===== src/hw/light_commissioning_pkg.sv =====
// Constants and types shared by the light commissioning logic
package light_commissioning_pkg;

   localparam int unsigned CLK_HZ           = 100_000_000;
   localparam int unsigned MS_CYCLES        = CLK_HZ / 1000;

   // Times in their own unit
   localparam int unsigned SEARCH_TIME_S    = 120;
   localparam int unsigned IDENTIFY_TIME_S  = 180;
   localparam int unsigned STATUS_TIME_S    = 30;
   localparam int unsigned BURST_WINDOW_MS  = 3000;
   localparam int unsigned SLOW_HALF_MS     = 1000;
   localparam int unsigned FAST_HALF_MS     = 250;
   localparam int unsigned SCAN_PERIOD_S    = 60;
   localparam int unsigned SCAN_ON_MS       = 1000;

   // Counts in milliseconds, stepped by a one-cycle tick
   localparam int unsigned SEARCH_MS        = SEARCH_TIME_S * 1000;
   localparam int unsigned IDENTIFY_MS      = IDENTIFY_TIME_S * 1000;
   localparam int unsigned STATUS_MS        = STATUS_TIME_S * 1000;
   localparam int unsigned SCAN_PERIOD_MS   = SCAN_PERIOD_S * 1000;

   // Flash counts
   localparam logic [4:0] JOIN_FLASHES      = 5'h0a;
   localparam logic [4:0] LEAVE_FLASHES     = 5'h03;

   // Burst counts
   localparam logic [3:0] BURST_IDENTIFY    = 4'h4;
   localparam logic [3:0] BURST_STATUS_LO   = 4'h5;
   localparam logic [3:0] BURST_STATUS_HI   = 4'h9;
   localparam logic [3:0] BURST_LEAVE       = 4'ha;

   // Reset values
   localparam logic [5:0] LIGHT_RESET       = 6'h00;

   typedef enum logic [2:0]
   {
      ST_OFF_NETWORK   = 3'h0,
      ST_ACTIVE_SEARCH = 3'h1,
      ST_JOIN          = 3'h2,
      ST_ON_NETWORK    = 3'h3,
      ST_IDENTIFY      = 3'h4,
      ST_STATUS        = 3'h5,
      ST_LEAVE         = 3'h6
   } commission_state_t;

endpackage


===== src/hw/power_cycle_detect.sv =====
// Power-cycle event detector for button and supply-good inputs
`timescale 1ns/1ps
`default_nettype none

module power_cycle_detect
(
   // Clock and reset
   input  wire logic clk,
   input  wire logic reset_n,
   // Pins
   input  wire logic power_cycle_button,
   input  wire logic supply_good,
   // Events
   output logic      power_cycle
);

   logic [2:0] button_sync;
   logic [2:0] supply_sync;
   logic       button_state;
   logic       supply_state;

   always_ff @(posedge clk)
   begin
      if (!reset_n)
      begin
         button_sync <= 3'h0;
         supply_sync <= 3'h7;
      end
      else
      begin
         button_sync <= {button_sync[1:0], power_cycle_button};
         supply_sync <= {supply_sync[1:0], supply_good};
      end
   end

   // Accept a change once stages two and three agree
   always_ff @(posedge clk)
   begin
      if (!reset_n)
      begin
         button_state <= 1'b0;
         supply_state <= 1'b1;
         power_cycle  <= 1'b0;
      end
      else
      begin
         power_cycle <= 1'b0;
         if (button_sync[1] == button_sync[2])
         begin
            button_state <= button_sync[2];
            // Release counts as restoring power
            if (button_state && !button_sync[2])
               power_cycle <= 1'b1;
         end
         if (supply_sync[1] == supply_sync[2])
         begin
            supply_state <= supply_sync[2];
            if (!supply_state && supply_sync[2])
               power_cycle <= 1'b1;
         end
      end
   end

endmodule

`default_nettype wire


===== src/hw/light_commissioning_fsm.sv =====
// Commissioning and indication state machine for a networked light
//
// How it works
// Factory-fresh device starts in active search
// Power cycle when off-network starts active search
// Off-network keeps slow periodic scans running
// Search states give plain lamp output
// Search times out to off-network
// Network found during search enters join
// Power cycle during search restarts timer
// Join flashes ten times then on-network
// Power cycle in join still reaches on-network
// On-network follows network light commands
// Stored network rejoined after power return
// Burst of four enters identify
// Burst of five to nine enters status
// Ten cycles or leave command enters leave
// Identify blinks 0.5 Hz, exits on timer/cycle
// Local identify lasts three minutes
// Remote identify lasts requested duration
// Status blinks 2 Hz, exits on timer/cycle
// Leave drops network, three slow flashes, search
// Power cycle in leave still reaches search
// Button press/release counts as power cycle
// Bursts counted only within short window
// Burst window and status timeout are parameters
// Joined and first-power flags are non-volatile
`timescale 1ns/1ps
`default_nettype none

module light_commissioning_fsm
   import light_commissioning_pkg::*;
#(
   parameter int unsigned SEARCH_MS_P    = light_commissioning_pkg::SEARCH_MS,
   parameter int unsigned IDENTIFY_MS_P  = light_commissioning_pkg::IDENTIFY_MS,
   parameter int unsigned STATUS_MS_P    = light_commissioning_pkg::STATUS_MS,
   parameter int unsigned BURST_MS_P     = light_commissioning_pkg::BURST_WINDOW_MS,
   parameter int unsigned SCAN_PERIOD_P  = light_commissioning_pkg::SCAN_PERIOD_MS,
   parameter int unsigned MS_CYCLES_P    = light_commissioning_pkg::MS_CYCLES,
   parameter int unsigned SLOW_HALF_P    = light_commissioning_pkg::SLOW_HALF_MS,
   parameter int unsigned FAST_HALF_P    = light_commissioning_pkg::FAST_HALF_MS
)
(
   // Clock and reset
   input  wire logic        clk,
   input  wire logic        reset_n,
   // Power-cycle sources
   input  wire logic        power_cycle_button,
   input  wire logic        supply_good,
   // Non-volatile store
   input  wire logic        nv_joined,
   input  wire logic        nv_commissioned,
   output logic             nv_write,
   output logic             nv_joined_wr,
   output logic             nv_commissioned_wr,
   // Network stack
   input  wire logic        network_found,
   input  wire logic        leave_command,
   input  wire logic        identify_command,
   input  wire logic [15:0] identify_seconds,
   input  wire logic [5:0]  network_light,
   output logic             search_active,
   output logic             search_slow,
   output logic             leave_request,
   output logic             rejoin_request,
   // Light input and outputs
   input  wire logic [5:0]  local_light,
   output logic [5:0]       light_out,
   output logic             status_led,
   output logic [2:0]       state_out
);
   import light_commissioning_pkg::*;

   initial
   begin
      if (MS_CYCLES_P < 1 || SLOW_HALF_P < 1 || FAST_HALF_P < 1 || BURST_MS_P < 1)
         $error("light_commissioning_fsm: timing parameters must be nonzero");
   end

   // ------------------------------------------------------------
   // Millisecond tick
   // ------------------------------------------------------------
   logic [31:0] ms_div;
   logic        ms_tick;

   always_ff @(posedge clk)
   begin
      if (!reset_n)
      begin
         ms_div  <= 32'h0;
         ms_tick <= 1'b0;
      end
      else if (ms_div >= 32'(MS_CYCLES_P - 1))
      begin
         ms_div  <= 32'h0;
         ms_tick <= 1'b1;
      end
      else
      begin
         ms_div  <= ms_div + 32'h1;
         ms_tick <= 1'b0;
      end
   end

   // ------------------------------------------------------------
   // Power-cycle events
   // ------------------------------------------------------------
   logic power_cycle;

   power_cycle_detect u_detect
   (
      .clk                (clk),
      .reset_n            (reset_n),
      .power_cycle_button (power_cycle_button),
      .supply_good        (supply_good),
      .power_cycle        (power_cycle)
   );

   // ------------------------------------------------------------
   // Burst counter
   // ------------------------------------------------------------
   commission_state_t state;
   logic [3:0]  burst_count;
   logic [31:0] burst_ms;
   logic        burst_done;

   // A burst closes once the window passes with no further cycle
   always_ff @(posedge clk)
   begin
      if (!reset_n)
      begin
         burst_count <= 4'h0;
         burst_ms    <= 32'h0;
         burst_done  <= 1'b0;
      end
      else
      begin
         burst_done <= 1'b0;
         if (state != ST_ON_NETWORK)
         begin
            burst_count <= 4'h0;
            burst_ms    <= 32'h0;
         end
         else if (power_cycle)
         begin
            if (burst_count != 4'hf)
               burst_count <= burst_count + 4'h1;
            burst_ms <= 32'h0;
         end
         else if (burst_count != 4'h0 && ms_tick)
         begin
            if (burst_ms >= 32'(BURST_MS_P - 1))
            begin
               burst_done <= 1'b1;
               burst_ms   <= 32'h0;
            end
            else
               burst_ms <= burst_ms + 32'h1;
         end
         if (burst_done)
            burst_count <= 4'h0;
      end
   end

   // ------------------------------------------------------------
   // State timer and flash pattern
   // ------------------------------------------------------------
   logic [31:0] timer_ms;
   logic [31:0] phase_ms;
   logic        blink;
   logic [4:0]  flash_count;
   logic        load_timer;
   logic [31:0] load_value;
   logic [31:0] half_ms;
   logic        timer_done;

   assign timer_done = (timer_ms == 32'h0);
   assign half_ms = (state == ST_STATUS) ? 32'(FAST_HALF_P) : 32'(SLOW_HALF_P);

   always_ff @(posedge clk)
   begin
      if (!reset_n)
         timer_ms <= 32'h0;
      else if (load_timer)
         timer_ms <= load_value;
      else if (ms_tick && !timer_done)
         timer_ms <= timer_ms - 32'h1;
   end

   // Blink square wave; one flash is one full period
   always_ff @(posedge clk)
   begin
      if (!reset_n || load_timer)
      begin
         phase_ms    <= 32'h0;
         blink       <= 1'b0;
         flash_count <= 5'h0;
      end
      else if (ms_tick)
      begin
         if (phase_ms >= half_ms - 32'h1)
         begin
            phase_ms <= 32'h0;
            blink    <= ~blink;
            if (blink && flash_count != 5'h1f)
               flash_count <= flash_count + 5'h1;
         end
         else
            phase_ms <= phase_ms + 32'h1;
      end
   end

   // ------------------------------------------------------------
   // Main state machine
   // ------------------------------------------------------------
   commission_state_t next_state;
   logic started;

   always_comb
   begin
      next_state = state;
      load_timer = 1'b0;
      load_value = 32'h0;
      case (state)
         ST_OFF_NETWORK:
            if (power_cycle || network_found)
            begin
               // Infrequent scans may also find a network
               next_state = network_found ? ST_JOIN : ST_ACTIVE_SEARCH;
               load_timer = 1'b1;
               load_value = 32'(SEARCH_MS_P);
            end
         ST_ACTIVE_SEARCH:
            if (network_found)
            begin
               next_state = ST_JOIN;
               load_timer = 1'b1;
            end
            else if (power_cycle)
            begin
               load_timer = 1'b1;
               load_value = 32'(SEARCH_MS_P);
            end
            else if (timer_done)
            begin
               next_state = ST_OFF_NETWORK;
               load_timer = 1'b1;
               load_value = 32'(SCAN_PERIOD_P);
            end
         ST_JOIN:
            if (power_cycle || flash_count >= JOIN_FLASHES)
            begin
               next_state = ST_ON_NETWORK;
               load_timer = 1'b1;
            end
         ST_ON_NETWORK:
            if (leave_command || (power_cycle && burst_count == BURST_LEAVE - 4'h1))
            begin
               next_state = ST_LEAVE;
               load_timer = 1'b1;
            end
            else if (identify_command)
            begin
               next_state = ST_IDENTIFY;
               load_timer = 1'b1;
               load_value = 32'(identify_seconds) * 32'd1000;
            end
            else if (burst_done && burst_count == BURST_IDENTIFY)
            begin
               next_state = ST_IDENTIFY;
               load_timer = 1'b1;
               load_value = 32'(IDENTIFY_MS_P);
            end
            else if (burst_done && burst_count >= BURST_STATUS_LO && burst_count <= BURST_STATUS_HI)
            begin
               next_state = ST_STATUS;
               load_timer = 1'b1;
               load_value = 32'(STATUS_MS_P);
            end
         ST_IDENTIFY:
            if (identify_command)
            begin
               load_timer = 1'b1;
               load_value = 32'(identify_seconds) * 32'd1000;
            end
            else if (power_cycle || timer_done)
            begin
               next_state = ST_ON_NETWORK;
               load_timer = 1'b1;
            end
         ST_STATUS:
            if (power_cycle || timer_done)
            begin
               next_state = ST_ON_NETWORK;
               load_timer = 1'b1;
            end
         ST_LEAVE:
            if (power_cycle || flash_count >= LEAVE_FLASHES)
            begin
               next_state = ST_ACTIVE_SEARCH;
               load_timer = 1'b1;
               load_value = 32'(SEARCH_MS_P);
            end
         default:
         begin
            next_state = ST_OFF_NETWORK;
            load_timer = 1'b1;
         end
      endcase
      // Power-up decision once stored flags have been read
      if (!started)
      begin
         load_timer = 1'b1;
         if (nv_joined)
         begin
            next_state = ST_ON_NETWORK;
            load_value = 32'h0;
         end
         else if (!nv_commissioned)
         begin
            next_state = ST_ACTIVE_SEARCH;
            load_value = 32'(SEARCH_MS_P);
         end
         else
         begin
            next_state = ST_OFF_NETWORK;
            load_value = 32'(SCAN_PERIOD_P);
         end
      end
      // Off-network scan timer reloads itself
      if (started && state == ST_OFF_NETWORK && next_state == ST_OFF_NETWORK && timer_done)
      begin
         load_timer = 1'b1;
         load_value = 32'(SCAN_PERIOD_P);
      end
   end

   always_ff @(posedge clk)
   begin
      if (!reset_n)
      begin
         state   <= ST_OFF_NETWORK;
         started <= 1'b0;
      end
      else
      begin
         state   <= next_state;
         started <= 1'b1;
      end
   end

   // Scan burst kept inside the period, so short test periods still scan
   localparam int unsigned SCAN_ON_P = (SCAN_ON_MS < SCAN_PERIOD_P / 2) ? SCAN_ON_MS : SCAN_PERIOD_P / 2;

   // ------------------------------------------------------------
   // Network stack and store outputs
   // ------------------------------------------------------------
   always_ff @(posedge clk)
   begin
      if (!reset_n)
      begin
         search_active      <= 1'b0;
         search_slow        <= 1'b0;
         leave_request      <= 1'b0;
         rejoin_request     <= 1'b0;
         nv_write           <= 1'b0;
         nv_joined_wr       <= 1'b0;
         nv_commissioned_wr <= 1'b0;
      end
      else
      begin
         search_active  <= (next_state == ST_ACTIVE_SEARCH);
         // Short scan at the start of each slow period
         search_slow    <= (next_state == ST_OFF_NETWORK) &&
                           (timer_ms > 32'(SCAN_PERIOD_P) - 32'(SCAN_ON_P));
         leave_request  <= (state != ST_LEAVE) && (next_state == ST_LEAVE);
         rejoin_request <= !started && nv_joined;
         // Store at power-up and on each entry to on-network or leave
         nv_write       <= !started ||
                           (state != next_state && (next_state == ST_ON_NETWORK || next_state == ST_LEAVE));
         nv_joined_wr   <= (next_state == ST_ON_NETWORK) || (!started && nv_joined) ||
                           (next_state == ST_IDENTIFY) || (next_state == ST_STATUS);
         nv_commissioned_wr <= 1'b1;
      end
   end

   // ------------------------------------------------------------
   // Light outputs
   // ------------------------------------------------------------
   always_ff @(posedge clk)
   begin
      if (!reset_n)
      begin
         light_out  <= LIGHT_RESET;
         status_led <= 1'b0;
         state_out  <= 3'h0;
      end
      else
      begin
         state_out  <= state;
         status_led <= (state != ST_OFF_NETWORK) && (state != ST_ACTIVE_SEARCH) && (state != ST_LEAVE);
         case (state)
            ST_OFF_NETWORK, ST_ACTIVE_SEARCH:
               light_out <= local_light;
            ST_ON_NETWORK:
               light_out <= network_light;
            ST_JOIN, ST_IDENTIFY, ST_STATUS, ST_LEAVE:
               light_out <= {6{blink}};
            default:
               light_out <= LIGHT_RESET;
         endcase
      end
   end

endmodule

`default_nettype wire


===== config.mk =====
export PLATFORM = sky130hd
export DESIGN_NAME = light_commissioning_fsm
export DESIGN_NICKNAME = d
export VERILOG_FILES = /design/src/hw/light_commissioning_pkg.sv /design/src/hw/power_cycle_detect.sv /design/src/hw/light_commissioning_fsm.sv
export SDC_FILE = /design/constraint.sdc
export NUM_CORES = 1
export LEC_CHECK = 0
export BUFFER_PORTS_ARGS = -buffer_cell sky130_fd_sc_hd__buf_4
export CORE_ASPECT_RATIO = 1.2
export CORE_MARGIN = 5
export CORE_UTILIZATION = 60
export DETAILED_ROUTE_END_ITERATION = 8
export PLACE_DENSITY = 0.78
export SLEW_MARGIN = 20
export SYNTH_ARGS = -nofsm -noshare
export SYNTH_HDL_FRONTEND = slang
export SYNTH_SLANG_ARGS = --single-unit

===== constraint.sdc =====
create_clock -name clk -period 10.6 [get_ports clk]
set_clock_uncertainty 0.05 [all_clocks]
set_input_delay 0.53 -clock clk [delete_from_list [all_inputs] [get_ports clk]]
set_output_delay 0.53 -clock clk [all_outputs]
set_load 0.05 [all_outputs]

-- Word level (Yosys, flattened, before mapping)
Cells that the tools add are included.
- bits of input ports: 37
- word-level logic and storage cells: 174
- register bits: 169
- output and inout port bits: 17
- reduce and logical (&&, ||, !) cells: 49
- order comparisons: 8
- add/subtract/negate cells: 7
- eq/ne operators: 21
- bitwise logic cells: 3
- multiplexer cells: 60
- $mul: 1
- operators with widths (kind ; count):
    two-way mux 32 bit ; 6
    case mux 26 bit (5 select lines) ; 1
    two-way mux 17 bit ; 6
    adder 32 x 1 -> 32 bit, second input constant ; 3
    two-way mux 26 bit ; 3
    two-way mux 3 bit ; 13
    >= comparator 32 x 12 -> 1 bit, second input constant ; 1
    >= comparator 32 x 17 -> 1 bit, second input constant ; 1
    >= comparator 32 bit ; 1
    > comparator 32 x 16 -> 1 bit, second input constant ; 1
    zero test 32 bit ; 1
    subtractor 32 x 1 -> 32 bit, second input constant ; 1
    multiplier 16 x 7 -> 23 bit, second input constant ; 1
    two-way mux 1 bit ; 22
    case mux 3 bit (7 select lines) ; 1
    == test 3 bit, second input constant ; 6
    logical AND 1 bit ; 18
    two-way mux 18 bit ; 1
    case mux 6 bit (3 select lines) ; 1
    two-way mux 16 bit ; 1
    two-way mux 15 bit ; 1
    logical OR 1 bit ; 11
    subtractor 10 x 1 -> 11 bit, second input constant ; 1
    two-way mux 10 bit ; 1
    other kinds (30) ; 46

-- Logic depth before layout (Yosys ltp)
Gate-level depths: netlist of the first run.
- word-level depth: 14
- depth in mapped cells: 18
- mapped depth without buffers: 18

-- Modules after synthesis
Synthesis of the first run repeated with hierarchy kept, for this count alone.
- cell total of the unflattened synthesis: 1244
- area, all modules: 10533.9 µm²
- modules (own cells, without submodules) (module ; area an instance (µm²) ; cells each ; instances ; sequential area each (µm²)):
    light_commissioning_fsm ; 10258.6 ; 1220 ; 1 ; 3203.1
    power_cycle_detect ; 275.3 ; 24 ; 1 ; 180.2

-- Worst setup path before layout of the first run
No wires, ideal clock.
- path type: input port to flip-flop
- start: in identify_seconds[6]
- end: reg timer_ms[23]
- cell stages on the path: 16
- slack: 5.565 ns
- data required time: 10.455 ns
- buffers on the path: 0
- library setup time: 0.095 ns
- arrival time: 4.889 ns
- path through: inv_1 fa_1 fa_1 fa_1 fa_1 inv_1 ha_1 a211oi_1 nor2_1 o41ai_1 a31oi_1 a221o_1 a21oi_1 o21ai_0 a21o_1 a221oi_1
- word-level cells in the longest chain between the ends: 7
- elaborated cells on any way between the ends: 8
- classes of those cells: 1 x mul; 7 x mux
- RTL lines (element ; RTL line ; text):
    start: declaration ; light_commissioning_fsm.sv:60 ; input wire logic [15:0] identify_seconds,
    multiplier 16 x 7 -> 23 bit (*) ; light_commissioning_fsm.sv:266, light_commissioning_fsm.sv:284 ;
    two-way mux 26 bit ; light_commissioning_fsm.sv:262 ; else if (identify_command)
    two-way mux 26 bit ; light_commissioning_fsm.sv:257 ; if (leave_command || (power_cycle && burst_count == BURST_LEAVE - 4'h1))
    case mux 26 bit (5 select lines) (*) ; light_commissioning_fsm.sv:224 ; case (state)
    two-way mux 32 bit (*) ; light_commissioning_fsm.sv:311 ; if (!started)
    two-way mux 32 bit (*) ; light_commissioning_fsm.sv:331 ; if (started && state == ST_OFF_NETWORK && next_state == ST_OFF_NETWORK && timer_done)
    two-way mux 32 bit (*) ; light_commissioning_fsm.sv:184 ; else if (load_timer)
    end signal: assignment ; light_commissioning_fsm.sv:185 ; timer_ms <= load_value;
    end signal: assignment ; light_commissioning_fsm.sv:187 ; timer_ms <= timer_ms - 32'h1;
    end: declaration ; light_commissioning_fsm.sv:168 ; logic [31:0] timer_ms;
Every way passes the cells marked *; elsewhere a longest branch is shown, timed or not.
A chain may end at the register's enable or synchronous reset.

-- Worst setup path after layout of the first run
Same ends and word-level chain as after synthesis.

==> flow_summary.json, run 1 <==
{
  "outcome": "finished, final reports clean",
  "nFillCells": 1459,
  "syn_area_um2": 10540,
  "io_pins": 54,
  "design.core.area_um2": 17370,
  "max_stage_delay_ns": 0.55,
  "synth_compound_area_share_pct": 13.42,
  "grt-busiest-layer": "met2",
  "syn_inst": 1233,
  "die_w_um": 131.0,
  "hold_viol": 0,
  "via_per_inst": 5.767,
  "worstMarginPinSlew_ns": 0.7735,
  "synth-edff-count": 0,
  "gp_congestion": 0.9388,
  "root_buffer": "clkbuf_16",
  "ys_warn_count": 0,
  "yosysUniqueCellTypes": 71,
  "grt_pass1_vias": 8400,
  "synth_top_area_share_pct": 32.11,
  "start_util_pct": 60.65,
  "cts_hold_buffers": 0,
  "rrSetupSlack_ns": 6.70,
  "irDropWorstVdd_mv": 0.1565,
  "yosysTopAreaCell": "dfxtp_1",
  "max_cap_violations": 0,
  "p_sw_share_pct": 37.14,
  "cts_tree": "done",
  "synthMuxAreaShare_pct": 0.2850,
  "wl_mm": 22.73,
  "arrival_ns": 5.34,
  "mostFrequentLayoutCell": "nor2_1",
  "yosys.area_share.simple_pct": 23.11,
  "path_class": "input port to flip-flop",
  "hpwl_mm": 17.14,
  "p_int_uw": 1358,
  "final_cell_mix": "nor2_1, dfxtp_1, inv_1",
  "rr_endpoint": "phase_ms[8]",
  "grt_use_met3_pct": 4.361,
  "setup-violations-final": 0,
  "insertion_delay_ns": 0.43,
  "gr-usage-met1_pct": 27.82,
  "period_share_pct": 47.67,
  "critical_path.startpoint": "identify_seconds[6]",
  "critPathMostFrequentCell": "fa_1",
  "grt_pass1_wl_mm": 38.36,
  "worstHoldStart": "supply_good",
  "io_buffers": 53,
  "cts_resized": 0,
  "synth_xor_area_share_pct": 7.564,
  "critical-path-slowest-cell": "fa_1",
  "num_antenna_cells": 0,
  "synth_top_family_by_area": "simple AND/OR/NAND/NOR gates",
  "hold_end": "u_detect.supply_sync[0]",
  "clk_path_buf_depth": 2,
  "antenna_found_initial": 0,
  "cts_buffers": 17,
  "post_cts_buffers": 0,
  "cts_num_sinks": 169,
  "firstDrtPassIters": 6,
  "critPathMaxFanout": 6,
  "clkPwrFrac_pct": 27.9,
  "drtAntennaViolNets": 0,
  "synth_flop_cell": "dfxtp_1",
  "seqPwrFrac_pct": 31.2,
  "end_kind": "flip-flop",
  "drive_gt1_share_pct": 8.455,
  "grtUsageTotal_pct": 23.15,
  "wl_per_cell_um": 14.95,
  "drcViolationCount": 0,
  "nNetsFinal": 1449,
  "power.static_leakage_uw": 0.004889,
  "die_h_um": 155.2,
  "ff2ff_path_depth": 10,
  "htreeDepth": 4,
  "setup_tns_ns": 0,
  "drv_slew": 0,
  "grt_util_met2_pct": 40.37,
  "synth_area_per_cell_um2": 8.546,
  "min_path_cells": 2,
  "rsz0062_at_grt": "false",
  "die-area_um2": 20320,
  "finalCriticalPeriod_ns": 5.053,
  "grt_overflow": 0,
  "critPathLaunchType": "input port",
  "path_clk_slew_ns": 0.07,
  "relSlewSlack_pct": 47.70,
  "hold_path_class": "input port to flip-flop",
  "num_rows": 53,
  "seq_area_frac_synth_pct": 32.11,
  "detailroute.via_count": 8772,
  "area_growth_syn_to_layout_pct": 11.29,
  "timing.rr.start": "timer_ms[24]",
  "grt_max_degree": 38,
  "p_sw_uw": 802.3,
  "pwr-share-comb_pct": 40.9,
  "postLayoutCoreUtil_pct": 67.50,
  "crit_required_ns": 10.88,
  "synth-seq-cells": 169,
  "path_cells": "buf_4 > inv_1 > fa_1 > fa_1 > fa_1 > fa_1 > inv_1 > ha_1 > a211oi_1 > nor2_1 > o41ai_1 > a31oi_1 > a221o_1 > a21oi_1 > o21ai_0 > a21o_1 > a221oi_1",
  "synthAdderAreaFrac_pct": 18.50,
  "synth.area.top_cells": "dfxtp_1, fa_1, ha_1",
  "async_flop_share_pct": 0,
  "power_density_nw_per_um2": 184.2,
  "drt_iter0_drc": 580,
  "fmax_ghz": 0.1979
}
-- metal layers --
layer / wire, µm / share of wire [%] / vias up
met5: 0 / 0 / -
li1: - / - / 4347
met1: 9621 / 42 / 4149
met2: 11330 / 50 / 209
met4: 770 / 3.4 / 0
met3: 1008 / 4.4 / 67
-- through the flow --
stage	hold WS (ns)	instances	power [µW]	worst slack, ns	area, µm²
6_report	0.2369	1521	2160	5.547	11730
5_1_grt	0.2313	1521	2328	5.183	11730
4_1_cts	0.2306	1521	2170	5.542	11720
3_5_place_dp	0.3449	1489	1564	5.093	11150
3_3_place_gp	0.3451	1489	1558	5.154	11150
2_1_floorplan	0.3363	1247	1376	5.565	10590
-- cell type report --
| class | instances | area (µm²) | share of cell area, % |
|---|---|---|---|
| clock buffers | 21 | 470.5 | 4.012 |
| clock inverters | 11 | 102.6 | 0.8748 |
| inverters | 101 | 379.1 | 3.233 |
| multi-input cells | 942 | 6689 | 57.04 |
| flip-flops and latches | 169 | 3383 | 28.85 |
| well taps | 220 | 275.3 | 2.347 |
| repair buffers | 57 | 427.9 | 3.649 |
-- worst max-delay path by stage --
stage,to
after global placement,timer_ms[23]
after CTS,timer_ms[23]
final,timer_ms[23]
after global routing,timer_ms[23]
after detailed placement,timer_ms[23]
after floorplan,timer_ms[23]
-- synthesized netlist by cell type (all sizes together), types with 9 or more instances --
| master | count |
|---|---|
| nand3 | 43 |
| xor2 | 52 |
| nor4 | 23 |
| fa | 53 |
| nand4 | 21 |
| nor3 | 35 |
| and3 | 24 |
| and2 | 13 |
| a21oi | 60 |
| ha | 71 |
| o21ai | 33 |
| dfxtp | 169 |
| nor2 | 178 |
| a31oi | 22 |
| a21o | 11 |
| inv | 101 |
| clkbuf | 28 |
| nor2b | 18 |
| or3 | 12 |
| xnor2 | 39 |
| or2 | 10 |
| nand2b | 16 |
| nand2 | 88 |
| a211oi | 9 |
| o31ai | 11 |
-- power groups by stage --
stage | clock [µW] | sequential (µW) | combinational (µW)
after floorplan | 0 | 693 | 683
after global placement | 0 | 687 | 870
after detailed placement | 0 | 688 | 876
after CTS | 613 | 674 | 884
after global routing | 643 | 676 | 1010
final | 602 | 674 | 884
-- cell families (layout without fill, tap and decap cells) --
kind of cell / after synthesis / count (layout)
DFF: 169 / 169
other: 1 / 15
muxes: 3 / 3
xor gates and xnor gates: 91 / 91
and+or+nand+nor: 499 / 499
AOI/OAI and AO/OA: 210 / 210
buffers and inverters: 136 / 190
adders and majority gates: 124 / 124
-- flip-flops by register name, indices dropped and copies added, names as in the netlist, 4 cells and up --
register     cells
burst_ms        32
burst_count      4
phase_ms        32
light_out        6
flash_count      5
timer_ms        32
ms_div          32
-- critical path: cells and delay by family --
kind	cells	cell delay, ns
compound gates	8	2.00
fa+ha+maj	5	2.34
buf+inv	3	0.36
simple gates	1	0.09
(Power assumes the default switching activity.)
==> run 2: changes to the inputs <==
--- a/config.mk
+++ b/config.mk
@@ -8,9 +8,9 @@
 export BUFFER_PORTS_ARGS = -buffer_cell sky130_fd_sc_hd__buf_4
 export CORE_ASPECT_RATIO = 1.2
 export CORE_MARGIN = 5
-export CORE_UTILIZATION = 60
+export CORE_UTILIZATION = 56
 export DETAILED_ROUTE_END_ITERATION = 8
-export PLACE_DENSITY = 0.78
+export PLACE_DENSITY = 0.77
 export SLEW_MARGIN = 20
 export SYNTH_ARGS = -nofsm -noshare
 export SYNTH_HDL_FRONTEND = slang
==> constraint.sdc (replaced) <==
create_clock -name clk -period 4.38 [get_ports clk]
set_clock_uncertainty 0.05 [all_clocks]
set_input_delay 0.219 -clock clk [delete_from_list [all_inputs] [get_ports clk]]
set_output_delay 0.219 -clock clk [all_outputs]
set_load 0.05 [all_outputs]
==> run 2 against run 1 <==
- non-clock buffer count up 65
- register-to-register slack got worse by 6.0 ns
- worst setup slack worse by 5.4 ns
- largest power group unchanged
- final cell count up 6.6%
- power rose to 2.7 times the previous value
- flip-flop and latch count did not move
- core utilization decreased by 1.1 points
- sequential power up 140%
- final area grew 6.0%
- hold slack worse by 0.20 ns
- count of clock-buffer cells in the layout down 3
- largest cell class unchanged
==> flow_summary.json, run 2 (synthesized netlist as in run 1, its figures left out) <==
{
  "setup-violations-final": 0,
  "io_buffers": 53,
  "grtUsageTotal_pct": 22.14,
  "io_pins": 54,
  "worstMarginPinSlew_ns": 0.7376,
  "path_clk_slew_ns": 0.07,
  "cts_tree": "done",
  "die_w_um": 135.2,
  "critical-path-slowest-cell": "fa_1",
  "design.core.area_um2": 18720,
  "grt_pass1_wl_mm": 40.22,
  "relSlewSlack_pct": 50.50,
  "rrSetupSlack_ns": 0.74,
  "rr_endpoint": "timer_ms[1]",
  "area_growth_syn_to_layout_pct": 18.01,
  "gp_congestion": 0.9208,
  "ff2ff_path_depth": 10,
  "final_cell_area_um2": 12440,
  "timing.rr.start": "timer_ms[24]",
  "period_share_pct": 96.94,
  "hold_viol": 0,
  "start_util_pct": 56.30,
  "path_class": "input port to flip-flop",
  "postLayoutCoreUtil_pct": 66.44,
  "irDropWorstVdd_mv": 0.3377,
  "die-area_um2": 21670,
  "fin_ws_ns": 0.1339,
  "critPathLaunchType": "input port",
  "cts_num_sinks": 169,
  "grt_max_degree": 38,
  "arrival_ns": 4.57,
  "antenna_found_initial": 1,
  "worstHoldStart": "network_light[2]",
  "preCtsSetupSlack_ns": -0.3436,
  "final_cell_mix": "nor2_1, dfxtp_1, buf_4",
  "path_delay_family": "adder cells",
  "power_density_nw_per_um2": 476.1,
  "wl_per_cell_um": 14.48,
  "htreeDepth": 4,
  "power.static_leakage_uw": 0.005179,
  "hold_end": "light_out[2]",
  "drv_slew": 0,
  "setup_tns_ns": 0,
  "firstDrtPassIters": 5,
  "root_buffer": "clkbuf_16",
  "grt_pass1_vias": 8802,
  "nNetsFinal": 1514,
  "clk_path_buf_depth": 2,
  "rsz0062_at_grt": "true",
  "end_kind": "flip-flop",
  "path_cells": "buf_8 > clkinvlp_4 > fa_1 > fa_1 > fa_1 > fa_1 > inv_2 > ha_4 > o21a_1 > o31a_1 > o41ai_2 > buf_4 > buf_4 > buf_4 > o21bai_1 > xor2_1 > nand2_1 > a31oi_1 > o221a_1",
  "hold_ws_ns": 0.03309,
  "drtAntennaViolNets": 0,
  "crit_required_ns": 4.71,
  "fmax_ghz": 0.2355,
  "detailroute.via_count": 8943,
  "finalCriticalPeriod_ns": 4.246,
  "nFillCells": 1575,
  "critPathMostFrequentCell": "fa_1",
  "mostFrequentLayoutCell": "nor2_1",
  "cts_buffers": 17,
  "outcome": "finished, final reports clean",
  "place_area_um2": 11670,
  "num_rows": 55,
  "drcViolationCount": 0,
  "min_path_cells": 3,
  "wl_mm": 23.48,
  "max_stage_delay_ns": 0.58,
  "max_cap_violations": 0,
  "hold_path_class": "input port to flip-flop",
  "via_per_inst": 5.514,
  "drt_iter0_drc": 636,
  "insertion_delay_ns": 0.43,
  "critPathMaxFanout": 3,
  "die_h_um": 160.3,
  "critPathBufInv": 6,
  "grt_overflow": 0,
  "hpwl_mm": 17.49,
  "drive_gt1_share_pct": 14.43
}
[run 2: changes by cell type in the layout (fill, tap and decap cells not counted), moves of 4 or more]
cell,before,now
o21ai_0,28,24
buf_4,57,119
clkinvlp_4,0,8
ha_1,71,64
ha_4,0,6
inv_1,100,92
o21ai_1,5,9
[run 2: power breakdown]
group          internal (µW)  total [µW]  switching (µW)
combinational           1410        2870            1460
sequential              1580        1630            47.3
clock                    742        1420             678
[run 2: final cells by class]
class,count,area (µm²),area share [%]
multi-input combinational,942,6855,55.13
sequential,169,3383,27.21
timing repair buffer,122,928.4,7.466
clock buffer,18,429.2,3.451
inverter,101,401.6,3.230
tap,256,320.3,2.576
clock inverter,13,115.1,0.9256
antenna,1,2.502,0.02012
[run 2: worst max path at each step]
stage	start	to	slack, ns	cells past startpoint
floorplan	identify_seconds[7]	timer_ms[23]	-0.05	16
global placement	identify_seconds[5]	timer_ms[23]	-0.28	17
detailed placement	identify_seconds[5]	timer_ms[23]	-0.34	17
CTS	identify_seconds[5]	timer_ms[23]	0.1	17
global route	identify_seconds[4]	timer_ms[23]	-0.06	17
finish	identify_seconds[3]	timer_ms[14]	0.13	19
[run 2: tightest hold or removal path, delay by kind of cell]
kind,cells,cell delay [ns]
buffers and inverters,1,0.07
AOI/OAI and AO/OA,2,0.18
[run 2: metrics by stage]
stage                     std cells  total power (µW)
final                          1622              5920
after global routing           1622              6348
after CTS                      1613              5671
after detailed placement       1580              4248
after global placement         1580              4212
after floorplan                1247              3431
[run 2: per-layer routing]
metal	global-route usage (%)	vias to the layer above	part of all wire [%]	wire [µm]
met2	39.02	178	51	11930
met4	7.104	0	2.5	589
met1	27.71	4245	43	10130
met5	0	-	0	0
li1	-	4480	-	-
met3	3.245	40	3.5	824
[run 2: what timing repair did]
item,in CTS,in global routing
endpoints found under the setup margin,0,8
endpoints found under the hold margin,2,0
gates resized for setup,0,24
hold buffers,2,0
setup buffers,0,8
